`src/verilog/clk_out_pkg.sv`:
```
// Register map, field layout and timing constants of the clock output control block
package clk_out_pkg;
    // Register addresses (8-bit index space)
    localparam logic [7:0] ADDR_SYNC_CTL = 8'h0C;
    localparam logic [7:0] ADDR_RT_STAT = 8'h0D;
    localparam logic [7:0] ADDR_INT_MASK = 8'h0E;
    localparam logic [7:0] ADDR_PIN_POL = 8'h0F;
    localparam logic [7:0] ADDR_LAT_STAT = 8'h10;
    localparam logic [7:0] ADDR_INT_CTL = 8'h11;
    localparam logic [7:0] ADDR_MUTE_SUP_A = 8'h14;
    localparam logic [7:0] ADDR_MUTE_SUP_B = 8'h15;
    localparam logic [7:0] ADDR_MUTE_EN = 8'h16;
    localparam logic [7:0] ADDR_SEL_A = 8'h1B;
    localparam logic [7:0] ADDR_SEL_B = 8'h1C;
    localparam logic [7:0] ADDR_PLL1_CTL = 8'h38;
    localparam logic [7:0] ADDR_PLL2_CTL = 8'h47;
    // Output control registers, output 7 in the top byte
    localparam logic [63:0] ADDR_OUT_CTL = {8'h2B, 8'h29, 8'h27, 8'h25, 8'h23, 8'h22, 8'h20, 8'h1F};
    // Field positions
    localparam int SYNC_BIT = 6;
    localparam int PLL_SYNC_EN_BIT = 1;
    localparam int INT_EN_BIT = 0;
    localparam int INT_AND_BIT = 1;
    localparam int OUT_ENA_LSB = 0;
    localparam int OUT_ENA_MSB = 5;
    localparam int FMT_LSB = 3;
    localparam int PMODE_LSB = 0;
    localparam int NMODE_LSB = 6;
    // Reset values and required mute support value
    localparam logic [7:0] SYNC_CTL_RST = 8'h40;
    localparam logic [7:0] REG_ZERO_RST = 8'h00;
    localparam logic [7:0] MUTE_SUP_OK = 8'hFF;
    // Output formats
    localparam logic [2:0] FMT_OFF = 3'h0;
    localparam logic [2:0] FMT_LVPECL = 3'h1;
    localparam logic [2:0] FMT_LVDS = 3'h2;
    localparam logic [2:0] FMT_CML = 3'h3;
    localparam logic [2:0] FMT_HCSL = 3'h4;
    localparam logic [2:0] FMT_CMOS = 3'h5;
    // Single-ended pin modes
    localparam logic [1:0] CMOS_HIZ = 2'h0;
    localparam logic [1:0] CMOS_COMP = 2'h1;
    localparam logic [1:0] CMOS_INPHASE = 2'h2;
    // Output source codes from the output mux
    localparam logic [1:0] SRC_PRI = 2'h0;
    localparam logic [1:0] SRC_SEC = 2'h1;
    localparam logic [1:0] SRC_PLL1 = 2'h2;
    localparam logic [1:0] SRC_PLL2 = 2'h3;
    // Falling edges of the slowest output clock before dividers are held
    localparam int SYNC_FALL_EDGES = 2;
    // Status pin code of the combined interrupt
    localparam int VITAL_COMBINED_VITAL_INTERRUPT_CODE = 10;
    // Sync sequencer states
    typedef enum logic [2:0] {
        SYNC_RUN = 3'b001,
        SYNC_ARM = 3'b010,
        SYNC_HELD = 3'b100
    } sync_state_e;
endpackage

```
`src/verilog/clock_output_sync_status.sv`:
```
// Output format, mute, sync sequencing, status pin routing and interrupt logic
//
// Overview of operation
// - Per-output format chosen by its control register
// - Mute enabled output when its source invalid
// - Single-ended pins set independently: comp, in-phase, off
// - Active-low sync from pin or register bit
// - Per-PLL enable decides which outputs obey sync
// - Sync low: tri-state drivers, hold dividers reset
// - Divider reset after slowest-clock falling edges
// - Enable changes only at output clock falling edge
// - Two selectors route vitals to status pins
// - Polarity register sets each status pin level
// - Bit selects AND or OR combining
// - Set mask bits include vitals in combined interrupt
// - Latched status set only while enabled, read-clears
// - Real-time status ignores enable, read-clears
// - Selection codes 0-15 pick listed vitals
`timescale 1ns/1ps
module clock_output_sync_status (
    input wire logic ref_clk,
    input wire logic reset,
    input wire logic [7:0] addr,
    input wire logic [7:0] wrData,
    input wire logic wrStb,
    input wire logic rdStb,
    output logic [7:0] rdData,
    input wire logic syncInputPin,
    input wire logic softPinMode,
    input wire logic slowFall,
    input wire logic [7:0] outClkFall,
    input wire logic [15:0] outSrc,
    input wire logic priRefLost,
    input wire logic secRefLost,
    input wire logic [1:0] lockLost,
    input wire logic [1:0] rDivHalf,
    input wire logic [1:0] nDivHalf,
    input wire logic [1:0] mDivHalf,
    input wire logic [1:0] calActive,
    input wire logic memActive,
    input wire logic [1:0] autoSwitch,
    output logic [7:0] outEnable,
    output logic [7:0] outMute,
    output logic [7:0] outTristate,
    output logic [7:0] outDivReset,
    output logic [1:0] postDivReset,
    output logic [23:0] outFormat,
    output logic [15:0] cmosPMode,
    output logic [15:0] cmosNMode,
    output logic dividerSyncRequestN,
    output logic combinedVitalInterrupt,
    output logic vitalPinA,
    output logic vitalPinB
);
    import clk_out_pkg::*;

    // ------------------------------------------------------------
    // State
    // ------------------------------------------------------------
    typedef struct packed {
        logic syncBit;
        logic [1:0] syncEn;
        logic [7:0] intMask;
        logic [1:0] pinPol;
        logic intEn;
        logic andMode;
        logic [7:0] muteSupA;
        logic [7:0] muteSupB;
        logic [7:0] muteEn;
        logic [3:0] selA;
        logic [3:0] selB;
        logic [63:0] outCtl;
        logic [7:0] rtStat;
        logic [7:0] latStat;
        logic [7:0] rdData;
        logic [7:0] enLive;
        logic [7:0] muteLive;
        sync_state_e st;
        logic [1:0] fallCnt;
        logic pinA;
        logic pinB;
    } state_s;

    state_s q;
    state_s d;
    logic [7:0] srcNow;
    logic [15:0] vitalVec;
    logic [7:0] invalid;
    logic [7:0] syncAff;
    logic held;
    logic rdRt;
    logic rdLat;
    logic supOk;

    // ------------------------------------------------------------
    // Combinational decode
    // ------------------------------------------------------------
    // Interrupt sources: ref losses, lock losses, calibration, auto switch
    assign srcNow = {autoSwitch, calActive, lockLost, secRefLost, priRefLost};
    assign dividerSyncRequestN = (syncInputPin | ~softPinMode) & q.syncBit;
    assign held = (q.st == SYNC_HELD);
    assign rdRt = rdStb && (addr == ADDR_RT_STAT);
    assign rdLat = rdStb && (addr == ADDR_LAT_STAT);
    // Mute only with both support registers all-ones
    assign supOk = (q.muteSupA == MUTE_SUP_OK) && (q.muteSupB == MUTE_SUP_OK);

    always_comb begin
        if (q.intMask == 8'h00) begin
            combinedVitalInterrupt = 1'b0;
        end else if (q.andMode) begin
            combinedVitalInterrupt = &(q.latStat | ~q.intMask);
        end else begin
            combinedVitalInterrupt = |(q.latStat & q.intMask);
        end
    end

    assign vitalVec = {autoSwitch[1], autoSwitch[0], memActive, mDivHalf[1], mDivHalf[0],
                       combinedVitalInterrupt, calActive[1], calActive[0], nDivHalf[1], rDivHalf[1],
                       lockLost[1], nDivHalf[0], rDivHalf[0], lockLost[0], secRefLost, priRefLost};

    // Per-output source validity and sync membership
    always_comb begin
        for (int i = 0; i < 8; i++) begin
            unique case (outSrc[2*i +: 2])
                SRC_PRI: invalid[i] = priRefLost;
                SRC_SEC: invalid[i] = secRefLost;
                SRC_PLL1: invalid[i] = lockLost[0];
                SRC_PLL2: invalid[i] = lockLost[1];
            endcase
            unique case (outSrc[2*i +: 2])
                SRC_PLL1: syncAff[i] = held & q.syncEn[0];
                SRC_PLL2: syncAff[i] = held & q.syncEn[1];
                default: syncAff[i] = 1'b0;
            endcase
        end
    end

    // ------------------------------------------------------------
    // Next state
    // ------------------------------------------------------------
    always_comb begin
        d = q;
        d.rdData = REG_ZERO_RST;
        // Register writes
        if (wrStb) begin
            unique case (addr)
                ADDR_SYNC_CTL: d.syncBit = wrData[SYNC_BIT];
                ADDR_INT_MASK: d.intMask = wrData;
                ADDR_PIN_POL: d.pinPol = wrData[1:0];
                ADDR_INT_CTL: begin
                    d.intEn = wrData[INT_EN_BIT];
                    d.andMode = wrData[INT_AND_BIT];
                end
                ADDR_MUTE_SUP_A: d.muteSupA = wrData;
                ADDR_MUTE_SUP_B: d.muteSupB = wrData;
                ADDR_MUTE_EN: d.muteEn = wrData;
                ADDR_SEL_A: d.selA = wrData[3:0];
                ADDR_SEL_B: d.selB = wrData[3:0];
                ADDR_PLL1_CTL: d.syncEn[0] = wrData[PLL_SYNC_EN_BIT];
                ADDR_PLL2_CTL: d.syncEn[1] = wrData[PLL_SYNC_EN_BIT];
                default: begin
                    for (int i = 0; i < 8; i++) begin
                        if (addr == ADDR_OUT_CTL[8*i +: 8]) begin
                            d.outCtl[8*i +: 8] = wrData;
                        end
                    end
                end
            endcase
        end
        // Register reads, data one cycle later
        if (rdStb) begin
            unique case (addr)
                ADDR_SYNC_CTL: d.rdData = {1'b0, q.syncBit, 6'h00};
                ADDR_RT_STAT: d.rdData = q.rtStat;
                ADDR_INT_MASK: d.rdData = q.intMask;
                ADDR_PIN_POL: d.rdData = {6'h00, q.pinPol};
                ADDR_LAT_STAT: d.rdData = q.latStat;
                ADDR_INT_CTL: d.rdData = {6'h00, q.andMode, q.intEn};
                ADDR_MUTE_SUP_A: d.rdData = q.muteSupA;
                ADDR_MUTE_SUP_B: d.rdData = q.muteSupB;
                ADDR_MUTE_EN: d.rdData = q.muteEn;
                ADDR_SEL_A: d.rdData = {4'h0, q.selA};
                ADDR_SEL_B: d.rdData = {4'h0, q.selB};
                ADDR_PLL1_CTL: d.rdData = {6'h00, q.syncEn[0], 1'b0};
                ADDR_PLL2_CTL: d.rdData = {6'h00, q.syncEn[1], 1'b0};
                default: begin
                    for (int i = 0; i < 8; i++) begin
                        if (addr == ADDR_OUT_CTL[8*i +: 8]) begin
                            d.rdData = q.outCtl[8*i +: 8];
                        end
                    end
                end
            endcase
        end
        d.rtStat = srcNow | (q.rtStat & ~{8{rdRt}});
        d.latStat = (q.latStat & ~{8{rdLat}}) | (srcNow & {8{q.intEn}});
        // Sync sequencer on slowest output clock
        // Hold after falling edges of slow clock
        // Requester keeps the request low meanwhile
        unique case (q.st)
            SYNC_RUN: begin
                d.fallCnt = 2'h0;
                if (!dividerSyncRequestN) begin
                    d.st = SYNC_ARM;
                end
            end
            SYNC_ARM: begin
                if (dividerSyncRequestN) begin
                    d.st = SYNC_RUN;
                end else if (slowFall) begin
                    d.fallCnt = q.fallCnt + 2'h1;
                    if (q.fallCnt == 2'(SYNC_FALL_EDGES - 1)) begin
                        d.st = SYNC_HELD;
                    end
                end
            end
            SYNC_HELD: begin
                if (dividerSyncRequestN && slowFall) begin
                    d.st = SYNC_RUN;
                end
            end
            default: d.st = SYNC_RUN;
        endcase
        // Enable and mute change at output falling edge
        // All-zero low bits disable the output
        // Mute enabled output on invalid source
        for (int i = 0; i < 8; i++) begin
            if (outClkFall[i]) begin
                d.enLive[i] = (q.outCtl[8*i+OUT_ENA_LSB +: 6] != 6'h00) && !syncAff[i];
                d.muteLive[i] = q.muteEn[i] && invalid[i] && supOk;
            end
        end
        d.pinA = vitalVec[q.selA] ^ q.pinPol[0];
        d.pinB = vitalVec[q.selB] ^ q.pinPol[1];
    end

    // ------------------------------------------------------------
    // State register
    // ------------------------------------------------------------
    always_ff @(posedge ref_clk) begin
        if (reset) begin
            q <= '0;
            q.syncBit <= SYNC_CTL_RST[SYNC_BIT];
            q.st <= SYNC_RUN;
        end else begin
            q <= d;
        end
    end

    // ------------------------------------------------------------
    // Outputs
    // ------------------------------------------------------------
    // Affected drivers tri-stated, dividers held
    assign outTristate = syncAff;
    assign outDivReset = syncAff;
    assign postDivReset = {held & q.syncEn[1], held & q.syncEn[0]};
    assign outEnable = q.enLive;
    assign outMute = q.muteLive;
    assign rdData = q.rdData;
    assign vitalPinA = q.pinA;
    assign vitalPinB = q.pinB;

    // Pin modes reported only in single-ended format
    always_comb begin
        for (int i = 0; i < 8; i++) begin
            outFormat[3*i +: 3] = q.outCtl[8*i+FMT_LSB +: 3];
            if (q.outCtl[8*i+FMT_LSB +: 3] == FMT_CMOS) begin
                cmosPMode[2*i +: 2] = q.outCtl[8*i+PMODE_LSB +: 2];
                cmosNMode[2*i +: 2] = q.outCtl[8*i+NMODE_LSB +: 2];
            end else begin
                cmosPMode[2*i +: 2] = CMOS_HIZ;
                cmosNMode[2*i +: 2] = CMOS_HIZ;
            end
        end
    end

    // ------------------------------------------------------------
    // Checks
    // ------------------------------------------------------------
    property p_rtClear;
        @(posedge ref_clk) disable iff (reset) (rdRt && srcNow == 8'h00) |=> q.rtStat == 8'h00;
    endproperty
    a_rtClear: assert property (p_rtClear) else $error("real-time status not cleared by read");

    property p_latSet;
        @(posedge ref_clk) disable iff (reset) q.intEn |=> ((q.latStat & $past(srcNow)) == $past(srcNow));
    endproperty
    a_latSet: assert property (p_latSet) else $error("latched status missed an event");

    property p_latHold;
        @(posedge ref_clk) disable iff (reset) (!q.intEn && !rdLat) |=> q.latStat == $past(q.latStat);
    endproperty
    a_latHold: assert property (p_latHold) else $error("latched status changed while disabled");

    property p_armRelease;
        @(posedge ref_clk) disable iff (reset) (q.st == SYNC_ARM && dividerSyncRequestN) |=> q.st == SYNC_RUN;
    endproperty
    a_armRelease: assert property (p_armRelease) else $error("sync arm not released");

    property p_heldReset;
        @(posedge ref_clk) disable iff (reset) (q.st == SYNC_HELD) |-> postDivReset == q.syncEn;
    endproperty
    a_heldReset: assert property (p_heldReset) else $error("post divider not held in sync");

    property p_syncEntry;
        @(posedge ref_clk) disable iff (reset)
            (q.st == SYNC_ARM && !dividerSyncRequestN && slowFall && q.fallCnt == 2'(SYNC_FALL_EDGES - 1))
                |=> held;
    endproperty
    a_syncEntry: assert property (p_syncEntry) else $error("dividers not held after two edges");

    property p_pinRoute;
        @(posedge ref_clk) disable iff (reset) 1'b1 |=> vitalPinA == ($past(vitalVec[q.selA]) ^ $past(q.pinPol[0]));
    endproperty
    a_pinRoute: assert property (p_pinRoute) else $error("status pin A wrong");

    property p_enGlitchless;
        @(posedge ref_clk) disable iff (reset) !outClkFall[0] |=> outEnable[0] == $past(outEnable[0]);
    endproperty
    a_enGlitchless: assert property (p_enGlitchless) else $error("output enable moved off edge");

    property p_muteGate;
        @(posedge ref_clk) disable iff (reset) (outClkFall[4] && !supOk) |=> !outMute[4];
    endproperty
    a_muteGate: assert property (p_muteGate) else $error("mute applied without support registers");

endmodule // clock_output_sync_status
```
`config.mk`:
```
export PLATFORM = sky130hd
export DESIGN_NAME = clock_output_sync_status
export DESIGN_NICKNAME = d
export VERILOG_FILES = /design/src/verilog/clk_out_pkg.sv /design/src/verilog/clock_output_sync_status.sv
export SDC_FILE = /design/constraint.sdc
export NUM_CORES = 1
export LEC_CHECK = 0
export ABC_AREA = 1
export BUFFER_PORTS_ARGS = -buffer_cell sky130_fd_sc_hd__buf_2
export CAP_MARGIN = 20
export CORE_MARGIN = 1
export CORE_UTILIZATION = 52
export DETAILED_ROUTE_END_ITERATION = 10
export PLACE_DENSITY = 0.75
export REMOVE_ABC_BUFFERS = 1
export SYNTH_ARGS = -nofsm -noshare
export SYNTH_HDL_FRONTEND = slang
export SYNTH_SLANG_ARGS = --single-unit
```
`constraint.sdc`:
```
create_clock -name ref_clk -period 2 [get_ports ref_clk]
set_input_delay 0 -clock ref_clk [delete_from_list [all_inputs] [get_ports ref_clk]]
set_output_delay 0 -clock ref_clk [all_outputs]
set_load 0.05 [all_outputs]
```
==> summary by stage, run 1 <==
Critical path
The worst setup path is launched from a flip-flop. The largest incremental delay on the critical path is about 0.31 ns. In this run the critical register-to-register path is launched from q[111]. The kind of cell with the highest combined delay along the critical path is buffers and inverters.

The type of the worst setup path is flip-flop to output port. Counting stages on the worst path, the most repeated cell is inv_1. The data arrival time of the critical path is 1.93 ns.

The signal on the critical path passes through inv_1 -> nand3_1 -> nor2_1 -> inv_2 -> o21a_1 -> inv_1 -> clkbuf_4. The critical path starts at q[5]. The critical path contains buffers and inverters numbering 4 combined. The required arrival time at the worst endpoint is around 2.0 ns. In this run the worst path has a maximum fanout of 8. The slowest stage of the critical path belongs to the cell dfxtp_1. The worst setup path is captured at an output port.

Synth
The number of standard cells after synthesis is between 1,000 and 1,500. The register area share after synthesis is 0.358. The top-area cell type share of the netlist area is 0.358. Synthesis instantiated 36 different standard cells from the library. The number of warnings issued by yosys is 0. The flip-flop and latch count after synthesis is approximately 160. After synthesis, the cell types taking the most area are dfxtp_1 (36%), nand2_1 (14%), nor2_1 (12%), inv_1 (7.5%), o21ai_0 (5.4%). The mean area per synthesized cell is between 6 and 7 um^2. The cell area that synthesis handed to floorplanning was just under 9000 um^2. Of all cell types, the one taking the most synthesized area is dfxtp_1.

Global routing
The largest net degree at the start of global routing is 37. The number of antenna violations at the first check in global routing was 3. For this run, the total global-route usage over all layers was measured as 0.335.

The number of global-route vias before repair was roughly 8,600. The global-route congestion overflow total is 0. The first global-routing pass estimated between 40,000 and 50,000 um of wire.

Floorplanning
The row count is 47. The floorplan step defined a die boundary enclosing between 15,000 and 20,000 um^2. For this configuration, the core starts out at a cell density of 0.533. In this run the standard cell core region covers between 15,000 and 20,000 um^2. In this run the count of I/O pins placed on the die edge is 164.

From left edge to right edge, the die measures between 100 and 150 um. Measured along the y axis, the die boundary spans around 130 um.

Clock network
The buffers inserted during post-CTS setup optimization is 0. The maximum number of buffers from clock root to sink is 2. The count of H-tree levels built during CTS is 4. The clock latency on the worst-skew pair is between 0.4 and 0.5 ns. After clock tree synthesis, the clock-pin slew on the worst setup and hold paths is about 0.070 ns. The root buffer selected by CTS is clkbuf_16. The clock tree from TritonCTS is built. The number of clock buffers inserted by TritonCTS is 17. The number of sinks on the clock net is ~160.

Timing
Between clock sinks in the finished design, the worst skew comes to just over 0.01 ns. The number of setup violations in the final report is 0. In this run the tightest slew margin relative to its limit is 0.593. Based on the critical path, the design can be clocked at up to 519 MHz.

For the pin with the worst max-slew slack, the measured transition is just over 0.6 ns. The number of hold-slack violations in the final timing report was 0. The time the final worst path needs with I/O delays and setup is between 1.5 and 2 ns. The number of pins exceeding their max-slew limit in the final report is 0. Final hold analysis gives a worst-case slack of ~0.0098 ns. The final critical-path setup slack is 0.0749 ns.

Setup repair after global routing left no endpoint under its margin. Dividing the final minimum period by the clock period gives 0.963.

Route
The number of antenna-violating nets in the routed design is 0. The first detailed-routing pass took 6 iterations. The number of remaining DRC errors is 0. The routed wire length is roughly 29,000 um. After detailed routing, the number of vias per cell comes to approximately 5.4. The initial DRC count is around 780. The detail-routed net length per standard cell is between 15 and 20 um.

The routed layout has ~9,500 vias.

Job
Max-cap violations in this run came to 0.

Placed design
Detailed placement finished with a half-perimeter wire length of approximately 21,000 um. The worst setup slack after placement is -0.0151 ns. During placement, the flow inserted port buffers numbering 163. The congestion estimate from routability-driven global placement came to just under 1.

Status
The flow ran to the end, and the final reports show no timing, DRC or antenna violations.

Min path
The min-delay analysis places its worst path in the category input pin to flip-flop. The launch instance of the worst min-delay path is lockLost[0].

Power
The total power density per cell area is between 700 and 800 nW/um^2. In this run the static leakage power is roughly 0.005 uW. The largest vdd supply drop is around 0.57 mV.

Cells and area
The final standard cell utilization of the core is 0.622. For this run, the post-layout net count is roughly 1,600. The layout overhead on the synthesized area is 16.8%. The fraction of final layout cells sized beyond drive strength 1 is 0.160.
==> path summary, 6_finish.rpt <==
path                    end  slack [ns]  cells after the start
max          outDivReset[2]        0.07                      7
min                   q[41]        0.01                      3
max reg2reg       vitalPinB        0.35                      9
min reg2reg            q[3]        0.46                      2
==> cells in the final DEF, fill, tap and decap left out, types with 2 or more instances in the layout <==
cell type and n:
clkbuf_16 17, o311ai_0 6, a21oi_1 89, o221ai_1 5, nand4_2 8, inv_6 5, or2_2 2, clkinv_4 3
nand3_1 40, o31ai_1 8, o2111ai_1 5, buf_4 25, clkbuf_4 4, buf_2 159, nor2_1 280, nor2_2 2
nor3_1 10, buf_12 3, o211ai_1 11, bufinv_16 2, dlygate4sd3_1 17, a211oi_1 7, diode_2 2, inv_8 2
o22ai_1 8, nor3_2 4, o21ai_0 95, nand2_1 337, nand4_1 27, dfxtp_1 158, inv_1 176, clkinv_1 2
o21a_1 8, inv_2 5
==> flip-flops by register name, summed over array words and instances, names as in the netlist <==
name,flops
q,108
outFormat,24
outEnable,8
outMute,8
rdData,8
vitalPinA,1
vitalPinB,1
==> through the flow <==
step | area (um^2) | total power, uW | setup TNS [ns] | cells
after floorplan | 8190 | 3620 | -3.01 | 1301
after CTS | 10300 | 7270 | 0 | 1761
after detailed placement | 9530 | 3920 | -0.0715 | 1712
after global routing | 10300 | 7490 | 0 | 1761
after global placement | 9530 | 3910 | -0.0674 | 1712
final | 10300 | 7270 | 0 | 1763
==> kinds of logic (layout without fill, tap and decap cells) <==
| family | Yosys count | count (layout) | share of synthesized area |
|---|---|---|---|
| flip-flops | 158 | 158 | 0.358 |
| other | 0 | 2 | 0 |
| AO/OA/AOI/OAI | 243 | 243 | 0.155 |
| adder cells (fa/ha/maj) | 1 | 1 | 0.00142 |
| buffers and inverters | 285 | 423 | 0.151 |
| AND/OR/NAND/NOR | 716 | 716 | 0.334 |
==> synth_stat cells <==
library cell    n
nand2_1       337
nor2_1        280
inv_1         177
dfxtp_1       158
o21ai_0        95
a21oi_1        89
buf_4          59
nand3_1        40
clkbuf_1       27
nand4_1        27
o211ai_1       11
nor3_1         10
nand4_2         8
o21a_1          8
o22ai_1         8
o31ai_1         8
a211oi_1        7
buf_1           7
o311ai_0        6
buf_6           5
o2111ai_1       5
o221ai_1        5
buf_2           4
inv_2           4
nor3_2          4
clkinv_1        2
nor2_2          2
or2_2           2
a21o_1          1
and2_1          1
ha_1            1
nand2_2         1
nand3_2         1
nand3b_1        1
nor3_4          1
nor4_1          1
==> area by class of cell <==
cell class | count | area (um^2)
diodes | 2 | 5.00
clock buffers | 18 | 429
clock inverters | 14 | 176
fillers | 1613 | 6260
inverters | 183 | 687
multi-input cells | 960 | 4340
flip-flops and latches | 158 | 3160
well taps | 220 | 275
repair buffers | 208 | 1240
==> worst register-to-register path, cell delays in order (launching register included) <==
cell and delay [ns]:
dfxtp_1 0.54, inv_1 0.25, a21oi_1 0.22, o21ai_0 0.10
o21ai_0 0.15, inv_1 0.05, nand2_1 0.07, nand3_1 0.07
nand2_1 0.06, nor2_1 0.04
==> per-layer routing <==
layer	track usage	up-vias	share of wire
met1	0.419	4318	0.41
li1	-	4663	-
met2	0.552	403	0.47
met5	0	-	0.00027
met3	0.0650	90	0.079
met4	0.160	2	0.041
==> power breakdown <==
| part | total [uW] | internal (uW) | leakage [uW] | switching [uW] |
|---|---|---|---|---|
| Clock | 3380 | 1890 | 0.000293 | 1490 |
| Sequential | 3230 | 3200 | 0.00128 | 28.9 |
| Combinational | 657 | 197 | 0.00354 | 460 |
| Total | 7270 | 5290 | 0.00511 | 1980 |
==> repair_timing <==
item                       in CTS  in global routing
hold endpoints to repair       30                  0
resized for setup               0                  4
setup endpoints to repair       0                  4
hold buffers                   17                  0
No activity file was read; power rests on OpenSTA's default activity.
==> run 2, diff against run 1 <==
CELL_PAD_IN_SITES_DETAIL_PLACEMENT = 1   (was not set)
CELL_PAD_IN_SITES_GLOBAL_PLACEMENT = 2   (was not set)
CORE_UTILIZATION = 30   (was 52)
PLACE_DENSITY = not set   (was 0.75)
PLACE_DENSITY_LB_ADDON = 0.1   (was not set)
==> run 2 against run 1 <==
Net effect:
- count of clock-buffer cells in the layout unchanged
- via count fell by 2.1%
- combinational power grew 3%
- final area increased by 2.8%
- sequential cell count stayed put
==> summary by stage, run 2 (synthesized netlist as in run 1, its figures left out) <==
Floorplanning
The width of the die is about 170 um. The number of placed I/O pins is between 150 and 200. After floorplanning, the core was divided into 62 placement rows. The initial utilization of the core area, before any placement, comes to 0.306. The die covers 30,100 um^2. The area of the placeable core is between 20,000 and 30,000 um^2.

The vertical die dimension is around 170 um.

Timing
Of the available clock period, the critical path in the final layout requires 0.934. The transition time of the tightest slew-check pin is between 0.6 and 0.7 ns. The worst path in the final design needs a cycle of roughly 1.9 ns, including I/O delays and setup. The number of hold-slack violations in the final timing report is 0. The number of pins exceeding their max-slew limit in the final report is 0.

The worst-case clock skew is between 0.015 and 0.02 ns. Hold timing on the final database bottoms out at a slack of 0.0128 ns. The final critical-path setup slack is approximately 0.13 ns. Setup repair after global routing left no endpoint under its margin. Setup violations remaining at the end of the flow were counted as 0. In this run the tightest slew margin relative to its limit is 0.581. Timing would allow up to roughly 540 MHz.

Route
The via count of the routed design is slightly above 9,000. The number of vias per cell is between 4 and 5. The first detailed-routing pass ran for 5 iterations. The detail route stage leaves a number of antenna-violating nets equal to 0. In this run, the number of DRC markers left after iteration 0 of detailed routing was between 500 and 600. The routed wire length is ~36,000 um. The detail-routed net length per standard cell is around 19 um.

In the routed design, unresolved DRC markers number 0.

Min path
The path class of the tightest hold or removal check is input pin to flip-flop.

Critical path
The cell with the largest stage delay on the worst path is dfxtp_1. For the worst setup path, the data required time is roughly 2 ns. Walking the worst path, the cells encountered are inv_1 -> nand3_1 -> nor2_1 -> a21oi_1 -> and2_1 -> buf_2. The worst setup path is captured at an output port. The kind of start point of the critical path is a flip-flop. The type of the worst setup path is flip-flop to output port. Along the worst path, the maximum fanout reaches 3. The largest single stage delay on the critical path is ~0.40 ns. The data arrival time of the critical path is around 1.9 ns.

Clock network
Clock-pin slew was measured on the worst setup and hold paths at 0.07 ns. TritonCTS built the clock tree. The number of clock buffers inserted by TritonCTS is 17. The tree is rooted in a clkbuf_16. The count of H-tree levels built during CTS is 4.

The clock latency on the worst-skew pair is approximately 0.45 ns. The clock passes through at most 2 buffers. The buffers inserted during post-CTS setup optimization is 0.

The number of sinks on the clock net is 158.

Cells and area
In the layout the commonest cells are nand2_1 (337), nor2_1 (278), inv_1 (176). The top register by number of flip-flops is q. The layout overhead on the synthesized area is 20.1%.

Leaving out fill and tap cells, the most frequent cell in the layout is nand2_1. The sequential cell area is between 3000 and 4000 um^2. The area used by multi-input combinational logic is 4360 um^2. The register with the most flip-flops in the layout has roughly 110 of them. The net count reported at finish is around 1,600. The final-layout fill cell count is between 3,000 and 4,000. The repair_antennas step left the layout with diodes totalling 0. The fraction of final layout cells sized beyond drive strength 1 is 0.163.

Global routing
The number of global-route vias before repair is ~9,000. The first global-routing pass estimated approximately 56,000 um of wire. The global-route usage over all layers is 0.245. The total overflow left after global routing is 0.

Entering global routing, the biggest net connects 44 pins. The number of antenna violations at the first check in global routing came to 1.

Placed design
The total of buffers placed on input and output ports is roughly 160. At the placement stage, the worst setup path has a slack of -0.00954 ns. At the end of routability-driven placement, the weighted congestion stood at roughly 0.84. The half-perimeter wire length after detailed placement is between 20,000 and 30,000 um.

Power
For this design the static power due to leakage is between 0.005 and 0.006 uW. The total power density per cell area is just over 700 nW/um^2. The worst-case IR drop observed on VDD is about 0.54 mV.

Job
Across the run, the number of max-cap violations was 0.

Status
The flow ran to the end, and the final reports show no timing, DRC or antenna violations.
-- run 2: final timing paths --
check / end / start / slack, ns / depth (start not counted)
max: combinedVitalInterrupt / q[143] / 0.13 / 6
min: outMute[3] / outSrc[7] / 0.01 / 5
max reg2reg: vitalPinB / q[143] / 0.36 / 11
min reg2reg: q[3] / q[3] / 0.46 / 2
-- run 2: worst max-delay path, delay by kind of cell, from the launching register on --
family,cells,cell delay [ns]
and+or+nand+nor,3,0.36
AOI/OAI and AO/OA,1,0.32
DFF,1,0.40
buffers and inverters,2,0.34
-- run 2: stage by stage --
step	instance area [um^2]	utilization	TNS, ns	power, uW	instances
floorplan	8190	-	-3.01	3620	1301
global placement	9740	0.338	-0.0201	3940	1877
detailed placement	9740	0.338	-0.0102	3950	1877
CTS	10600	0.366	0	7560	1927
global route	10600	0.368	0	7770	1927
finish	10600	0.368	0	7490	1927
-- run 2: routing by layer --
metal / wire, um / GRT usage / up-vias / share of wire
li1: - / - / 4658 / -
met1: 16900 / 0.317 / 4396 / 0.46
met2: 17600 / 0.417 / 178 / 0.48
met3: 1180 / 0.0379 / 40 / 0.032
met4: 766 / 0.0720 / 2 / 0.021
met5: 12 / 0 / - / 0.00033
-- run 2: layout make-up --
type,instances,area share
Multi-Input combinational cell,960,0.411
Sequential cell,158,0.298
Timing Repair Buffer,211,0.122
Inverter,183,0.0649
Tap cell,384,0.0453
Clock buffer,18,0.0405
Clock inverter,13,0.0178
-- run 2: power by group --
group	internal, uW	switching, uW
clock	2090	1490
combinational	197	480
sequential	3200	29.9
-- run 2: repair_timing --
item,4_1_cts,5_1_grt
setup endpoints to repair,16,16
gates resized for setup,6,14
hold buffers,19,0
endpoints found under the hold margin,34,0
==> run 3, diff against run 2 <==
clock period = 1.9 ns   (was 2 ns; I/O delays follow)
==> run 3 against run 2 <==
Net effect:
- global-route usage grew 0.40 points
- worst setup slack lost 0.027 ns
- hold slack gained 0.017 ns
- die area is the same
- first-iteration DRC count grew 5.0%
- sequential power grew 5%
- combinational power grew 5.6%
- non-clock buffer count grew 19
- critical endpoint unchanged
- largest power group unchanged
- highest routed layer is now met4
==> summary by stage, run 3 (synthesized netlist as in run 1, its figures left out) <==
Status
The run finished with clean final reports.

Floorplanning
The number of placed I/O pins is approximately 160. The row count is 62. The overall die area is 30,100 um^2. In this run the standard cell core region covers just under 30,000 um^2. The vertical die dimension is between 150 and 200 um. The initial standard-cell utilization of the core is 0.306. The width of the die is approximately 170 um.

Cells and area
q holds more flip-flops than any other register. The area growth from synthesis to layout is 22.5%. Once layout is complete, the cells apart from fillers number between 1,500 and 2,000. The fraction of final layout cells sized beyond drive strength 1 is 0.175. 0 antenna diodes ended up in the layout. Counting the fill cells in the layout gives 3,832. In the final design database the tool counted around 1,600 nets. Leaving out fill and tap cells, the most frequent cell in the layout is nand2_1. In the layout the commonest cells are nand2_1 (337), nor2_1 (278), inv_1 (175).

The number of flip-flops under the largest register name is 108.

Timing
The number of setup violations in the final report is 0. The number of hold-slack violations in the final timing report is 0. On the final layout, the worst clock skew is ~0.012 ns. Summed over all failing endpoints, the final setup total negative slack is 0 ns. The number of pins exceeding their max-slew limit in the final report was 0. The portion of the clock cycle consumed by the worst path in the final layout is 0.944. The maximum clock frequency is around 560 MHz. The worst-case headroom to the max-slew limit is 0.582. Setup repair after global routing could not meet its margin everywhere. The time the final worst path needs with I/O delays and setup is approximately 1.8 ns.

At the pin with the least slew margin, the transition time is 0.627 ns.

Power
The total leakage power is 0.00524 uW. VDD sags by at most 0.539 mV. For this design the ratio of total power to cell area is 712 nW/um^2.

Placed design
The congestion estimate from routability-driven global placement came to ~0.84. The half-perimeter wire length after detailed placement is ~27,000 um. In this run, placement finished with an instance count of approximately 1,900.

The total of buffers placed on input and output ports is ~160.

Route
The final layout contains routed wiring with a total length of roughly 37,000 um. The number of vias per cell is around 4.8. The number of iterations in the first detailed-routing pass is 4. The number of antenna-violating nets in the routed design is 0. The initial DRC count is between 600 and 700. After detailed routing, the number of remaining DRC violations is 0.

The detailed router placed 9,296 vias in this run. The detail-routed net length per standard cell is 18.9 um.

Critical path
In this run the worst path has a maximum fanout of 3. The startpoint identified for the worst register-to-register timing path is q[143]. The worst setup path is of the flip-flop to output port kind. The worst setup path is captured at an output port. The kind of start point of the critical path is a flip-flop.

Data on the critical path is required at its endpoint by 1.90 ns. STA puts the critical path data arrival time at about 1.8 ns. The most critical setup path has its startpoint at q[143]. In this run the critical register-to-register path is captured at vitalPinB. The worst setup slack for register-to-register paths is roughly 0.33 ns.

Measured in cells, the most critical reg-to-reg path has a length of 11.

Clock network
The number of sinks on the clock net is about 160. The cell sitting at the root of the clock tree is a clkbuf_16. TritonCTS built the clock tree. The clock latency on the worst-skew pair is 0.44 ns.

The number of clock buffers inserted by TritonCTS is 17. CTS built an H-tree with a depth of 4. The maximum number of buffers from clock root to sink is 2.

After clock tree synthesis, the clock-pin slew on the worst setup and hold paths is 0.07 ns.

Global routing
In the global route stage, overall resource usage came out at 0.249. The first-pass GRT wire length is about 57,000 um. The number of global-route vias before repair is 9,546. The largest net degree at the start of global routing is 121. Global routing finished with a remaining overflow of 0. The number of antenna violations at the first check in global routing is 0.

Job
Max-cap violations in this run came to 0.

Min path
The type of the tightest min-delay check is input pin to flip-flop. The depth of the worst hold-timing path is 2. The launch instance of the worst min-delay path is reset. The end point of the worst hold path is q[34].
-- run 3: cell type report --
type	instances	area [um^2]	share of cell area
sequential	158	3160	0.292
timing repair buffer	230	1530	0.141
multi-input combinational	960	4370	0.404
clock buffer	18	429	0.0397
inverter	183	691	0.0638
clock inverter	14	158	0.0146
tap	384	480	0.0444
-- run 3: worst max-delay path: stages, from the launching register on --
cell	delay [ns]
dfxtp_1	0.45
inv_1	0.13
nand3_1	0.12
nor2_1	0.06
a21oi_2	0.22
and2_1	0.16
clkbuf_4	0.22
-- run 3: worst max path at each step --
stage                             end
4_1_cts                outTristate[2]
5_1_grt                outDivReset[5]
2_1_floorplan          outDivReset[1]
6_report       combinedVitalInterrupt
3_5_place_dp                    q[53]
3_3_place_gp                    q[47]
-- run 3: power breakdown --
group | switching (uW) | total [uW] | internal [uW]
Sequential | 31.9 | 3400 | 3370
Combinational | 505 | 715 | 210
Clock | 1620 | 3590 | 1970
Total | 2160 | 7700 | 5550
-- run 3: repair_timing --
action / 4_1_cts / 5_1_grt
endpoints found under the setup margin: 17 / 17
endpoints found under the hold margin: 32 / 0
setup buffers: 0 / 1
pin swaps: 0 / 1
hold buffers: 19 / 0
gates resized for setup: 18 / 12
-- run 3: routing by layer --
| layer | vias up | track usage | wire length [um] | part of all wire |
|---|---|---|---|---|
| met5 | - | 0 | 0 | 0 |
| met4 | 0 | 0.0735 | 786 | 0.021 |
| met3 | 37 | 0.0336 | 1020 | 0.028 |
| met2 | 159 | 0.428 | 17700 | 0.48 |
| met1 | 4397 | 0.323 | 17200 | 0.47 |
| li1 | 4703 | - | - | - |
-- run 3: through the flow --
stage                     setup slack [ns]  area [um^2]  power, uW  utilization  hold WS [ns]
after global routing               -0.0194        10800       7980        0.375        0.0230
after detailed placement           -0.0698         9950       4160        0.345         0.225
after floorplan                     -0.287         8190       3810            -        0.0691
final                                0.106        10800       7700        0.375        0.0298
after CTS                          -0.0198        10800       7790        0.373       0.00130
after global placement              0.0436         9950       4150        0.345         0.218
